**config.mk**
```make
export PLATFORM = sky130hd
export DESIGN_NAME = usb_ctl
export DESIGN_NICKNAME = d
export VERILOG_FILES = /design/src/core/usb_ctl_pkg.sv /design/src/core/usb_ctl.sv
export VERILOG_INCLUDE_DIRS = /design/src /design/src/core
export SDC_FILE = /design/constraint.sdc
export NUM_CORES = 1
export LEC_CHECK = 0
export ABC_AREA = 1
export BUFFER_PORTS_ARGS = -buffer_cell sky130_fd_sc_hd__buf_2
export CAP_MARGIN = 10
export CORE_MARGIN = 2
export CORE_UTILIZATION = 25
export CTS_BUF_LIST = sky130_fd_sc_hd__clkbuf_4
export DETAILED_ROUTE_END_ITERATION = 8
export SETUP_SLACK_MARGIN = 0.5
export SLEW_MARGIN = 10
export SYNTH_ARGS = -nofsm -noshare
export SYNTH_HDL_FRONTEND = slang
export SYNTH_SLANG_ARGS = --single-unit
```
**constraint.sdc**
```tcl
create_clock -name core_clk_in -period 1.85 [get_ports core_clk_in]
set_clock_uncertainty 0.15 [all_clocks]
set_input_delay 0.185 -clock core_clk_in [delete_from_list [all_inputs] [get_ports core_clk_in]]
set_output_delay 0.185 -clock core_clk_in [all_outputs]
set_load 0.005 [all_outputs]
```
**src/core/usb_ctl_defs.svh**
```systemverilog
// Offsets, field positions, reset values and timing counts of the USB control block.
// Assumes a 100 MHz core clock and a 32-bit APB register bus.
`ifndef USB_CTL_DEFS_SVH
`define USB_CTL_DEFS_SVH

// ----------------------------------------------------------------------------
// Register offsets (byte addresses)
// ----------------------------------------------------------------------------
`define OFF_USB_CONTROL   12'h000
`define OFF_HOST_CONFIG   12'h004
`define OFF_TOKEN_CMD     12'h008
`define OFF_LINK_STATUS   12'h00c

// ----------------------------------------------------------------------------
// Field positions
// ----------------------------------------------------------------------------
`define BIT_ENABLE        0
`define BIT_PP_RESET      1
`define BIT_RESUME        2
`define BIT_HOST_MODE     3
`define BIT_TOKEN_BUSY    5
`define CTRL_RESET        32'h0000_0000

// ----------------------------------------------------------------------------
// Timing
// ----------------------------------------------------------------------------
`define CLK_MHZ           100
`define FRAME_US          1000
`define FRAME_CYCLES      (`FRAME_US * `CLK_MHZ)
`define LS_EOP_NS         1330
`define LS_EOP_CYCLES     ((`LS_EOP_NS * `CLK_MHZ) / 1000)
`define TOKEN_CYCLES      16

`endif

```
**src/core/usb_ctl_pkg.sv**
```systemverilog
// Types shared by the USB control block.
// Assumes usb_ctl_defs.svh carries all numeric constants.
package usb_ctl_pkg;

  typedef struct packed {
    logic        psel;
    logic        penable;
    logic        pwrite;
    logic [11:0] paddr;
    logic [31:0] pwdata;
  } apb_req_s;

  typedef struct packed {
    logic        pready;
    logic        pslverr;
    logic [31:0] prdata;
  } apb_rsp_s;

  typedef enum logic [1:0] {
    RS_IDLE = 2'b00,
    RS_SIG  = 2'b01,
    RS_EOP  = 2'b10
  } resume_state_e;

endpackage

```
**src/core/usb_ctl.sv**
```systemverilog
// USB control bits: enable, frame marker, ping-pong reset, host reset, resume.
// Assumes an APB master on core_clk_in and a token engine fed by token pulses.
//
// Summary of operation
// Writing one to bit 1 returns every buffer pointer to even banks.
// Device mode: bit 0 enables the USB module and its circuitry.
// Host mode: bit 0 set sends a frame marker every millisecond.
// Any change of the host mode field resets all host control logic.
// Software holds resume 10 ms as function, 25 ms as host, then clears.
// Host mode: clearing resume appends a low-speed end of packet.
// Software waits for token busy to clear before the next token command.
//
// The APB register port and the address map were left to the implementer.
`timescale 1ns/1ps
`include "usb_ctl_defs.svh"

module usb_ctl #(
  parameter int unsigned FRAME_CYCLES = `FRAME_CYCLES,
  parameter int unsigned NUM_EP       = 16
) (
  input  wire logic                   core_clk_in,   // Core clock
  input  wire logic                   rst_in,        // Sync reset, high
  input  wire usb_ctl_pkg::apb_req_s  apb_in,        // APB request
  output usb_ctl_pkg::apb_rsp_s       apb_out,       // APB answer
  output logic                        module_en_out, // Device module enable
  output logic                        sof_out,       // Frame marker pulse
  output logic                        host_rst_out,  // Host logic reset pulse
  output logic                        resume_out,    // Resume signalling
  output logic                        eop_out,       // Low-speed EOP drive
  output logic [NUM_EP-1:0]           odd_ptr_out,   // Odd buffer pointers
  output logic                        token_out,     // Token start pulse
  output logic [7:0]                  token_cmd_out  // Token command
);
  import usb_ctl_pkg::*;

  // --------------------------------------------------------------------------
  // Bus decode
  // --------------------------------------------------------------------------
  logic        acc;
  logic        wr;
  logic        rd;
  logic        hit_ctrl;
  logic        hit_host;
  logic        hit_tok;
  logic        hit_stat;
  logic        mapped;
  assign acc      = apb_in.psel && apb_in.penable;
  // Writes land only at the edge where the master sees pready high
  assign wr       = acc && apb_in.pwrite && apb_out.pready;
  assign rd       = acc && !apb_in.pwrite;
  assign hit_ctrl = apb_in.paddr == `OFF_USB_CONTROL;
  assign hit_host = apb_in.paddr == `OFF_HOST_CONFIG;
  assign hit_tok  = apb_in.paddr == `OFF_TOKEN_CMD;
  assign hit_stat = apb_in.paddr == `OFF_LINK_STATUS;
  assign mapped   = hit_ctrl || hit_host || hit_tok || hit_stat;

  // --------------------------------------------------------------------------
  // Control registers
  // --------------------------------------------------------------------------
  logic              enable_q;
  logic              enable_d;
  logic              resume_q;
  logic              resume_d;
  logic              host_mode_q;
  logic              host_mode_d;
  logic              ctrl_wr;
  logic              host_toggle;
  logic              pp_reset;
  assign ctrl_wr     = wr && hit_ctrl;
  assign enable_d    = ctrl_wr ? apb_in.pwdata[`BIT_ENABLE] : enable_q;
  assign resume_d    = ctrl_wr ? apb_in.pwdata[`BIT_RESUME] : resume_q;
  assign host_mode_d = (wr && hit_host) ? apb_in.pwdata[`BIT_HOST_MODE] : host_mode_q;
  assign host_toggle = host_mode_d != host_mode_q;
  assign pp_reset    = ctrl_wr && apb_in.pwdata[`BIT_PP_RESET];

  always_ff @(posedge core_clk_in) begin
    if (rst_in) begin
      enable_q    <= 1'b0;
      resume_q    <= 1'b0;
      host_mode_q <= 1'b0;
    end else begin
      enable_q    <= enable_d;
      resume_q    <= resume_d;
      host_mode_q <= host_mode_d;
    end
  end

  // --------------------------------------------------------------------------
  // Host reset and module enable
  // --------------------------------------------------------------------------
  logic host_rst_q;
  logic host_rst_d;
  logic module_en_q;
  logic module_en_d;
  assign host_rst_d  = host_toggle;
  assign module_en_d = enable_d && !host_mode_d;

  always_ff @(posedge core_clk_in) begin
    if (rst_in) begin
      host_rst_q  <= 1'b0;
      module_en_q <= 1'b0;
    end else begin
      host_rst_q  <= host_rst_d;
      module_en_q <= module_en_d;
    end
  end

  // --------------------------------------------------------------------------
  // Ping-pong pointers
  // --------------------------------------------------------------------------
  logic [NUM_EP-1:0] odd_ptr_q;
  logic [NUM_EP-1:0] odd_ptr_d;
  logic              tok_wr;
  logic [3:0]        tok_ep;
  assign tok_ep = apb_in.pwdata[3:0];

  genvar g;
  generate
    for (g = 0; g < NUM_EP; g++) begin : g_ptr
      // An accepted token command flips its endpoint's pointer; reset forces even
      assign odd_ptr_d[g] = pp_reset ? 1'b0 :
                            (tok_wr && tok_ep == 4'(g)) ? !odd_ptr_q[g] : odd_ptr_q[g];
    end
  endgenerate

  always_ff @(posedge core_clk_in) begin
    if (rst_in) begin
      odd_ptr_q <= '0;
    end else begin
      odd_ptr_q <= odd_ptr_d;
    end
  end

  // --------------------------------------------------------------------------
  // Token command and busy flag
  // --------------------------------------------------------------------------
  logic       busy_q;
  logic       busy_d;
  logic [4:0] tok_cnt_q;
  logic [4:0] tok_cnt_d;
  logic [7:0] tok_cmd_q;
  logic [7:0] tok_cmd_d;
  logic       tok_q;
  // Command written while busy is dropped; software must poll first
  assign tok_wr    = wr && hit_tok && !busy_q && host_mode_q && !host_toggle;
  assign tok_cmd_d = tok_wr ? apb_in.pwdata[7:0] : tok_cmd_q;
  assign busy_d    = host_toggle ? 1'b0 : (tok_wr ? 1'b1 : (tok_cnt_q == 5'd1 ? 1'b0 : busy_q));
  assign tok_cnt_d = host_toggle ? 5'd0 : (tok_wr ? 5'(`TOKEN_CYCLES) :
                     (tok_cnt_q != 5'd0 ? tok_cnt_q - 5'd1 : 5'd0));

  always_ff @(posedge core_clk_in) begin
    if (rst_in) begin
      busy_q    <= 1'b0;
      tok_cnt_q <= '0;
      tok_cmd_q <= '0;
      tok_q     <= 1'b0;
    end else begin
      busy_q    <= busy_d;
      tok_cnt_q <= tok_cnt_d;
      tok_cmd_q <= tok_cmd_d;
      tok_q     <= tok_wr;
    end
  end

  // --------------------------------------------------------------------------
  // Frame marker timer
  // --------------------------------------------------------------------------
  logic [31:0] frame_cnt_q;
  logic [31:0] frame_cnt_d;
  logic        sof_q;
  logic        sof_d;
  logic        sof_run;
  logic        frame_end;
  assign sof_run     = host_mode_q && enable_q && !host_toggle;
  assign frame_end   = frame_cnt_q == FRAME_CYCLES - 1;
  assign frame_cnt_d = (!sof_run || frame_end) ? 32'h0000_0000 : frame_cnt_q + 32'h0000_0001;
  assign sof_d       = sof_run && frame_end;

  always_ff @(posedge core_clk_in) begin
    if (rst_in) begin
      frame_cnt_q <= '0;
      sof_q       <= 1'b0;
    end else begin
      frame_cnt_q <= frame_cnt_d;
      sof_q       <= sof_d;
    end
  end

  // --------------------------------------------------------------------------
  // Resume signalling
  // --------------------------------------------------------------------------
  resume_state_e rs_q;
  resume_state_e rs_d;
  logic [7:0]    eop_cnt_q;
  logic [7:0]    eop_cnt_d;
  logic          eop_done;
  assign eop_done = eop_cnt_q == 8'(`LS_EOP_CYCLES - 1);

  always_comb begin
    rs_d      = rs_q;
    eop_cnt_d = 8'h00;
    if (host_toggle) begin
      rs_d = RS_IDLE;
    end else begin
      unique case (rs_q)
        RS_IDLE: if (resume_q) begin
          rs_d = RS_SIG;
        end
        RS_SIG: if (!resume_q) begin
          rs_d = host_mode_q ? RS_EOP : RS_IDLE;
        end
        RS_EOP: begin
          eop_cnt_d = eop_cnt_q + 8'h01;
          if (eop_done) begin
            rs_d = RS_IDLE;
          end
        end
        default: rs_d = RS_IDLE;
      endcase
    end
  end

  always_ff @(posedge core_clk_in) begin
    if (rst_in) begin
      rs_q      <= RS_IDLE;
      eop_cnt_q <= '0;
    end else begin
      rs_q      <= rs_d;
      eop_cnt_q <= eop_cnt_d;
    end
  end

  // --------------------------------------------------------------------------
  // Read data and answer
  // --------------------------------------------------------------------------
  logic [31:0] rdata_d;
  logic [31:0] ctrl_word;
  logic [31:0] host_word;
  logic [31:0] stat_word;
  apb_rsp_s    rsp_q;
  assign ctrl_word = {29'h0, resume_q, 1'b0, enable_q};
  assign host_word = {28'h0, host_mode_q, 3'h0};
  assign stat_word = {24'h0, 2'h0, busy_q, 1'b0, 1'b0, eop_out, rs_q == RS_SIG, 1'b0};
  assign rdata_d   = hit_ctrl ? ctrl_word :
                     hit_host ? host_word :
                     hit_tok  ? {24'h0, tok_cmd_q} :
                     hit_stat ? stat_word : 32'h0000_0000;

  // Answer one cycle into the access phase; unmapped addresses error
  always_ff @(posedge core_clk_in) begin
    if (rst_in) begin
      rsp_q <= '0;
    end else begin
      rsp_q.pready  <= acc && !rsp_q.pready;
      rsp_q.pslverr <= acc && !rsp_q.pready && !mapped;
      rsp_q.prdata  <= (rd && !rsp_q.pready) ? rdata_d : 32'h0000_0000;
    end
  end

  // --------------------------------------------------------------------------
  // Outputs
  // --------------------------------------------------------------------------
  logic resume_out_q;
  logic eop_q;
  always_ff @(posedge core_clk_in) begin
    if (rst_in) begin
      resume_out_q <= 1'b0;
      eop_q        <= 1'b0;
    end else begin
      resume_out_q <= rs_d == RS_SIG;
      eop_q        <= rs_d == RS_EOP;
    end
  end

  assign apb_out       = rsp_q;
  assign module_en_out = module_en_q;
  assign sof_out       = sof_q;
  assign host_rst_out  = host_rst_q;
  assign resume_out    = resume_out_q;
  assign eop_out       = eop_q;
  assign odd_ptr_out   = odd_ptr_q;
  assign token_out     = tok_q;
  assign token_cmd_out = tok_cmd_q;

endmodule

```
# == After elaboration in Yosys (flattened, before gate mapping) ==
# Index checks and enable logic that the tools add are counted.
# op_classes
add_sub_neg,3
bitwise,3
muxes,16
reduce_logical,75
n_eq_ne,26
# op_table
op,n
logical AND 1 bit,34
"adder 32 x 1 -> 32 bit, second input constant",1
"== test 32 x 17 -> 1 bit, second input constant",1
"== test 4 bit, second input constant",8
"== test 12 x 4 -> 1 bit, second input constant",2
zero test 1 bit,23
"== test 4 x 3 -> 1 bit, second input constant",4
"== test 12 x 3 -> 1 bit, second input constant",1
zero test 12 bit,1
2-to-1 mux 2 bit,5
2-to-1 mux 5 bit,2
"adder 8 x 1 -> 8 bit, second input constant",1
"== test 4 x 2 -> 1 bit, second input constant",2
"== test 8 bit, second input constant",1
2-to-1 mux 8 bit,1
OR reduction 2 bit,4
OR reduction 4 bit,2
2-to-1 mux 6 bit,1
case mux 2 bit (3 select lines),1
OR reduction 3 bit,2
"== test 5 x 1 -> 1 bit, second input constant",1
nonzero test 5 bit,1
OR reduction 5 bit,1
"subtractor 5 x 1 -> 5 bit, second input constant",1
12 further kinds,22
# word_totals
out_inout_bits,64
inputBits,49
ff_bits,115
wordCells,161

# == Depth between registers and ports, before layout ==
# Gate-level depths: netlist of the first run.
# logic_depth
word_depth,11
depth_mapped,10
mapped_depth_nobuf,10

# == Worst setup path after synthesis of the first run ==
# Ideal clock, no wire load.
# synth_timing
path_type,register to register
start,register frame_cnt_q[0]
end,register frame_cnt_q[0]
path_slack_ns,0.182
required_time_ns,1.580
period_less_slack_ns,1.668
arrival_time_ns,1.399
path_stages_with_launch,10
path_buffers,1
setup_ns,0.120
cell_sequence,dfxtp_1 ha_1 nand3_2 nor2_1 nand2_1 nor2_1 nor2_1 nand2_2 buf_6 nor2_1
# synth_between
elab_chain_cells,3
word_cells_on_any_way,4
cone_classes,1 x add/sub; 1 x eq/ne; 2 x reduce/logical
# synth_rtl
element,line,rtl
from (decl),usb_ctl.sv:168,logic [31:0] frame_cnt_q;
from (signal assigned),usb_ctl.sv:184,frame_cnt_q <= frame_cnt_d;
"parallel branches: the longest is 3 deep, another holds adder 32 x 1 -> 32 bit",n/a,
# Several ways; the timed one is not identified.
# A chain may end at the register's enable or synchronous reset.

# == Worst setup path in the final report of the first run ==
# layout_timing
start,register frame_cnt_q[29]
end,register frame_cnt_q[12]
# layout_between
elab_chain_cells,3
# layout_rtl
element,line,rtl
== test 32 x 17 -> 1 bit,usb_ctl.sv:175,assign frame_end = frame_cnt_q == FRAME_CYCLES - 1;
logical OR 1 bit,usb_ctl.sv:176,assign frame_cnt_d = (!sof_run || frame_end) ? 32'h0000_0000 : frame_cnt_q + 32'h0000_0001;
OR reduction 2 bit (no line),n/a,
# No other way between the ends.

==> qor.txt, run 1 <==
Power Density - 525 nW/um2
Fillers - 1858
Seq cells post-synth - 91
Initial Utilization - 25.5%
Synth cell types - 35
initial antenna violation count - 0
CP startpoint kind - flop
routed vias/inst - 4.42
asr flop ratio synth - 0%
sequential share of the synthesized area - 39.6%
CTS buffer count - 9
crit-path leading delay family - simple AND/OR/NAND/NOR gates
RSZ-0062 raised after global routing - true
TNS Setup - 0 ps
pre-CTS setup slack - 32.5 ps
most frequent cells in the layout - nor2_1 (127), nand2_1 (122), inv_1 (73)
Post-Layout Cell Count - 1045
DR iter-0 viols - 220
LEAKAGE - 2.75 nW
EDFF count, synth - 0
total grt overflow - 0
Max rail drop VDD - 0.411 mV
fin crit share - 92.0%
dpl hpwl - 8.85 mm
Synth warnings - 0
failing checks - negative hold slack
layout cell share with drive strength beyond 1 - 37.4%
PortBufs - 64
WHS - -61.4 ps
largest net degree at the start of global routing - 17
wire length per cell - 12.8 um
Antenna Nets Post-Route - 0
Die Height - 140 um
Core Box Area - 18000 um2
total number of vias - 4620
Mapped Area - 4600 um2
Max Slew Vio Count - 0
drt first pass iters - 5
CTS clk-pin slew, worst paths - 150 ps
Mapped Cells - 666
outcome - finished with violations
Net count, final - 865
total power - 3.52 mW
setup violators final - 0
H-Tree Depth - 3
CP arrival - 1940 ps
clock root buffer master - clkbuf_4
clk buf depth - 2
Hold Vio Cnt, Final - 1
Worst Path Buf+Inv - 2
TritonCTS clock tree - yes
Min-Delay Path Class - in -> reg
crit-path cells - nor2_1 > nand3_1 > nor2_1 > nand3_1 > nor2_2 > nor2_2 > nand2_2 > buf_12 > clkbuf_16 > nor2_1
kind of critical path - reg -> reg
max-cap violation count - 0
die area - 19500 um2
f_max - 587 MHz
worst-skew pair later-pin latency - 490 ps
Boundary Pins - 113
FF-to-FF setup slack - 150 ps
vias in the first global route - 4430
final core utilization - 37.2%
commonest non-fill, non-tap cell in the layout - nor2_1
Mean Syn Cell Area - 6.91 um2
routability cong. - 0.898
Placed Cells - 965
most used cell, CP - nor2_1
Synth Flop Type - dfxtp_1
Synth-to-Final Area Change - 45.9%
Worst Setup Slack, final - 147 ps
ANT cells - 0
Tot GR Track Use - 13.1%
crit-path max cell delay - 360 ps
critical path required time - 2090 ps
clk sinks - 91
Worst Path Max Fanout - 7
number of remaining DRC errors - 0
Die X - 140 um
fin crit period - 1700 ps
Setup crit end kind - flop
hold_buf cts - 14
# rows - 49
drt total wl - 13.3 mm
Critical-path top delay cell - dfxtp_2
first-pass GRT wire length - 20.7 mm
-- timing repair --
item / CTS / global route
hold endpoints to repair: 24 / 1
endpoints found under the setup margin: 106 / 118
gates resized for setup: 104 / 98
setup buffers: 26 / 15
pin swaps: 21 / 23
gates cloned: 7 / 2
-- synth_stat cells, types with 2 or more instances --
cell / number / area share (%)
xor2_1: 15 / 2.9
xnor2_1: 10 / 1.9
buf_4: 25 / 4.1
o21ai_0: 15 / 1.6
inv_1: 83 / 6.8
nand3b_1: 4 / 0.65
nand2_1: 134 / 11
ha_1: 5 / 1.4
nand3_4: 2 / 0.76
dfxtp_1: 91 / 40
nor3_1: 14 / 1.5
nand2_2: 3 / 0.41
nor2_1: 151 / 12
a21oi_1: 25 / 2.7
nand3_2: 2 / 0.44
buf_6: 7 / 1.7
nand3_1: 46 / 5.0
nand4_1: 12 / 1.6
nor2_2: 5 / 0.68
inv_2: 2 / 0.16
-- worst reg2reg max path: cells and delay by family, from the launching register on --
| family | cells | cell delay (ps) |
|---|---|---|
| AND/OR/NAND/NOR | 8 | 840 |
| buffers and inverters | 2 | 270 |
| flip-flops | 1 | 360 |
-- registers in the layout (all words and copies together), names as in the netlist, 2 cells and up --
name	count
apb_out	10
eop_cnt_q	8
frame_cnt_q	32
odd_ptr_out	16
rs_q	2
tok_cnt_q	5
token_cmd_out	8
-- final timing paths --
check / cells past startpoint / end / start
worst max-delay path: 10 / frame_cnt_q[12] / frame_cnt_q[29]
worst min-delay path: 4 / apb_out[0] / apb_in[34]
worst max register to register: 10 / frame_cnt_q[12] / frame_cnt_q[29]
worst min register to register: 2 / apb_out[7] / token_cmd_out[7]
-- metrics by stage --
step	hold slack, ps	instance area (um2)
global placement	264	5300
floorplan	107	4830
finish	-61.4	6710
detailed placement	272	5300
CTS	-77.3	6220
global route	-103	6710
-- area by class of cell --
cell class / count / area (um2) / share of cell area, %
clock buffers: 9 / 67.6 / 1.01
inverters: 86 / 348 / 5.18
clock inverters: 7 / 66.3 / 0.988
repair inverters: 7 / 123 / 1.83
well taps: 229 / 287 / 4.27
repair buffers: 138 / 1160 / 17.3
multi-input cells: 478 / 2760 / 41.2
flip-flops and latches: 91 / 1900 / 28.3
-- logic make-up (layout without fill, tap and decap cells) --
group	Yosys count	count (layout)	share of synthesized area [%]
buf+inv	120	247	13.0
xor+xnor	25	25	4.76
fa+ha+maj	5	5	1.36
compound gates	45	45	5.22
simple gates	379	379	36.0
flops	91	91	39.6
other cells	1	24	0.0815
-- report_power, final --
group / total (mW) / switching (mW) / internal (mW)
Clock: 1.13 / 0.718 / 0.409
Combinational: 0.378 / 0.216 / 0.162
Sequential: 2.02 / 0.0315 / 1.99
Total: 3.52 / 0.965 / 2.56
-- routing by layer --
layer | wire length, um | track usage [%] | vias up
met4 | 359 | 4.53 | 0
met3 | 771 | 4.51 | 26
met2 | 6720 | 22.8 | 126
met1 | 5490 | 15.1 | 2147
li1 | - | - | 2321
met5 | 0 | 0 | -
(Power assumes the default switching activity.)
==> run 2, diff against run 1 <==
Settings changed: ABC_AREA 1 to 0.
==> run 2 against run 1 <==
Sequential share of layout area is 0.65 points higher. Die area is 9.0% lower. The flow now finishes without violations. Area after synthesis is 9.2% lower. Power is 1.4% lower. Critical path type unchanged. Global-route usage is 0.24 points lower. Via count is 19% lower. Largest power group unchanged. Critical path depth is 4 lower.
==> qor.txt, run 2 <==
reg-to-reg endpoint - frame_cnt_q[23] (was frame_cnt_q[12])
layout cell share with drive strength beyond 1 - 55.8% (was 37.4%)
Max Slew Vio Count - 0 (unchanged)
Net count, final - 675 (was 865)
Power Density - 523 nW/um2 (was 525 nW/um2)
largest register by flop count - frame_cnt_q (unchanged)
Compound-Gate Fraction of Synth Area - 3.36% (was 5.22%)
most frequent cell after synthesis - dfxtp_1 (was nor2_1)
WHS - 55.9 ps (was -61.4 ps)
Max rail drop VDD - 0.263 mV (was 0.411 mV)
Critical Path Stages - 6 (was 10)
Boundary Pins - 113 (unchanged)
critical path required time - 2080 ps (was 2090 ps)
Setup crit end kind - flop (unchanged)
Storage cell area - 1920 um2 (was 1900 um2)
largest family of logic cells by synthesized area - simple AND/OR/NAND/NOR gates (unchanged)
worst-skew pair later-pin latency - 470 ps (was 490 ps)
fin crit period - 1740 ps (was 1700 ps)
Antenna Nets Post-Route - 0 (unchanged)
asr flop ratio synth - 0% (unchanged)
Mapped Cells - 460 (was 666)
die area - 17800 um2 (was 19500 um2)
dpl hpwl - 7.04 mm (was 8.85 mm)
H-Tree Depth - 3 (unchanged)
ANT cells - 0 (unchanged)
worst r2r path cells - 6 (was 10)
commonest non-fill, non-tap cell in the layout - buf_2 (was nor2_1)
Synth Flop Type - dfxtp_1 (unchanged)
Post-synth top cells - dfxtp_1 (91), nor2_1 (75), nand2_1 (33) (was nor2_1 (151), nand2_1 (134), dfxtp_1 (91))
routability cong. - 0.736 (was 0.898)
Hold Crit Depth - 5 (was 4)
main area contributors after synthesis - dfxtp_1 (44%), nor2_1 (6.7%), xnor2_1 (5.7%) (was dfxtp_1 (40%), nor2_1 (12%), nand2_1 (11%))
Worst Path Max Fanout - 7 (unchanged)
sequential share of the synthesized area - 43.6% (was 39.6%)
end point of the critical path - frame_cnt_q[23] (was frame_cnt_q[12])
Critical-path top delay cell - dfxtp_4 (was dfxtp_2)
Die Height - 133 um (was 140 um)
Min-Delay Path Class - in -> reg (unchanged)
CTS buffer count - 9 (unchanged)
# rows - 47 (was 49)
Mapped Area - 4180 um2 (was 4600 um2)
TritonCTS clock tree - yes (unchanged)
DR iter-0 viols - 135 (was 220)
Synth warnings - 0 (unchanged)
clock root buffer master - clkbuf_4 (unchanged)
total number of vias - 3735 (was 4620)
TNS Setup - 0 ps (unchanged)
Seq cells post-synth - 91 (unchanged)
launch point of the critical path - frame_cnt_q[10] (was frame_cnt_q[29])
Mean Syn Cell Area - 9.08 um2 (was 6.91 um2)
f_max - 575 MHz (was 587 MHz)
CP arrival - 1970 ps (was 1940 ps)
first-pass GRT wire length - 18.0 mm (was 20.7 mm)
worst r2r src - frame_cnt_q[10] (was frame_cnt_q[29])
Worst Path Buf+Inv - 1 (was 2)
crit-path leading delay family - simple AND/OR/NAND/NOR gates (unchanged)
Core Box Area - 16500 um2 (was 18000 um2)
Hold Vio Cnt, Final - 0 (was 1)
Die X - 133 um (was 140 um)
FF-to-FF setup slack - 110 ps (was 150 ps)
crit-path cells - nand4_1 > nor4_4 > buf_6 > nand3_2 > xor2_2 > nor2_4 (was nor2_1 > nand3_1 > nor2_1 > nand3_1 > nor2_2 > nor2_2 > nand2_2 > buf_12 > clkbuf_16 > nor2_1)
clk buf depth - 2 (unchanged)
setup violators final - 0 (unchanged)
EDFF count, synth - 0 (unchanged)
Synth Area in XOR/XNOR - 11.3% (was 4.76%)
max-cap violation count - 0 (unchanged)
kind of critical path - reg -> reg (unchanged)
Post-Synth Adder-Cell Area - 1.50% (was 1.36%)
number of remaining DRC errors - 0 (unchanged)
clk sinks - 91 (unchanged)
Synth-to-Final Area Change - 59.1% (was 45.9%)
mux cell area share after synthesis - 1.47% (was 0%)
largest net degree at the start of global routing - 22 (was 17)
area leader, netlist - dfxtp_1 (unchanged)
area of the multi-input gates - 2890 um2 (was 2760 um2)
routed vias/inst - 4.41 (was 4.42)
outcome - finished clean (was finished with violations)
CP startpoint kind - flop (unchanged)
RSZ-0062 raised after global routing - true (unchanged)
fin crit share - 94.0% (was 92.0%)
Synth cell types - 48 (was 35)
crit-path max cell delay - 400 ps (was 360 ps)
Fillers - 1608 (was 1858)
Largest register FFs - 32 (unchanged)
total grt overflow - 0 (unchanged)
Tot GR Track Use - 12.9% (was 13.1%)
wire length per cell - 14.1 um (was 12.8 um)
Initial Utilization - 25.4% (was 25.5%)
CTS clk-pin slew, worst paths - 160 ps (was 150 ps)
PortBufs - 64 (unchanged)
top cell type's share of synthesized area - 43.6% (was 39.6%)
LEAKAGE - 2.72 nW (was 2.75 nW)
drt total wl - 11.9 mm (was 13.3 mm)
initial antenna violation count - 0 (unchanged)
most frequent cells in the layout - buf_2 (60), buf_4 (49), dfxtp_2 (41) (was nor2_1 (127), nand2_1 (122), inv_1 (73))
vias in the first global route - 3389 (was 4430)
Synth Area in Simple Gates - 31.0% (was 36.0%)
drt first pass iters - 4 (was 5)
run 2: worst min-delay path by stage:
stage              startpoint                to  slack (ps)
2_1_floorplan       apb_in[7]  token_cmd_out[7]         170
3_3_place_gp   frame_cnt_q[0]    frame_cnt_q[0]         270
5_1_grt            apb_in[39]      host_rst_out          40
3_5_place_dp   frame_cnt_q[0]    frame_cnt_q[0]         280
6_report               rst_in       apb_out[33]          60
4_1_cts            apb_in[35]        apb_out[0]           3
run 2: final cells by class:
cell class	count	share of cell area, %
multi-input combinational	344	43.6
sequential	91	28.9
timing repair buffer	165	21.0
tap	220	4.14
clock buffer	9	1.02
clock inverter	7	0.847
inverter	10	0.565
run 2: timing repair:
action | in CTS | in global routing
pin swaps | 63 | 54
endpoints found under the setup margin | 96 | 112
resized for setup | 94 | 103
hold buffers | 17 | 0
setup buffers | 29 | 22
hold endpoints to repair | 21 | 0
gates cloned | 5 | 1
run 2: cells by family (layout without fill, tap and decap cells):
kind of cell / Yosys count / in the layout
AND/OR/NAND/NOR: 231 / 233
flip-flops: 91 / 91
XOR/XNOR: 54 / 54
buffers and inverters: 50 / 191
AO/OA/AOI/OAI: 22 / 22
multiplexers: 6 / 6
adder cells (fa/ha/maj): 5 / 5
other: 1 / 24
run 2: power by group:
group | internal [mW] | switching [mW] | leakage [nW]
clock network | 0.299 | 0.765 | 0.0696
registers | 1.98 | 0.0325 | 0.765
logic | 0.177 | 0.223 | 1.89
total | 2.45 | 1.02 | 2.72
run 2: metrics by stage:
stage	setup slack [ps]	instances	area, um2	power [mW]	utilization [%]
after global placement	-57.0	756	5130	2.38	31.1
after global routing	25.9	846	6650	3.64	40.4
after detailed placement	-75.7	756	5130	2.41	31.1
final	110	846	6650	3.48	40.4
after CTS	141	823	6060	3.53	36.8
after floorplan	216	483	4610	2.33	-
run 2: metal layers:
metal  share of wire, %  vias up  GRT usage, %
li1                   -     1835             -
met1                 43     1782          16.5
met4                2.2        0          3.72
met5                  0        -             0
met3                4.8       20          3.92
met2                 50       98          21.0
run 2: worst register-to-register path: stages, from the launching register on:
cell,delay (ps)
dfxtp_4,400
nand4_1,210
nor4_4,330
buf_6,180
nand3_2,100
xor2_2,230
nor2_4,50
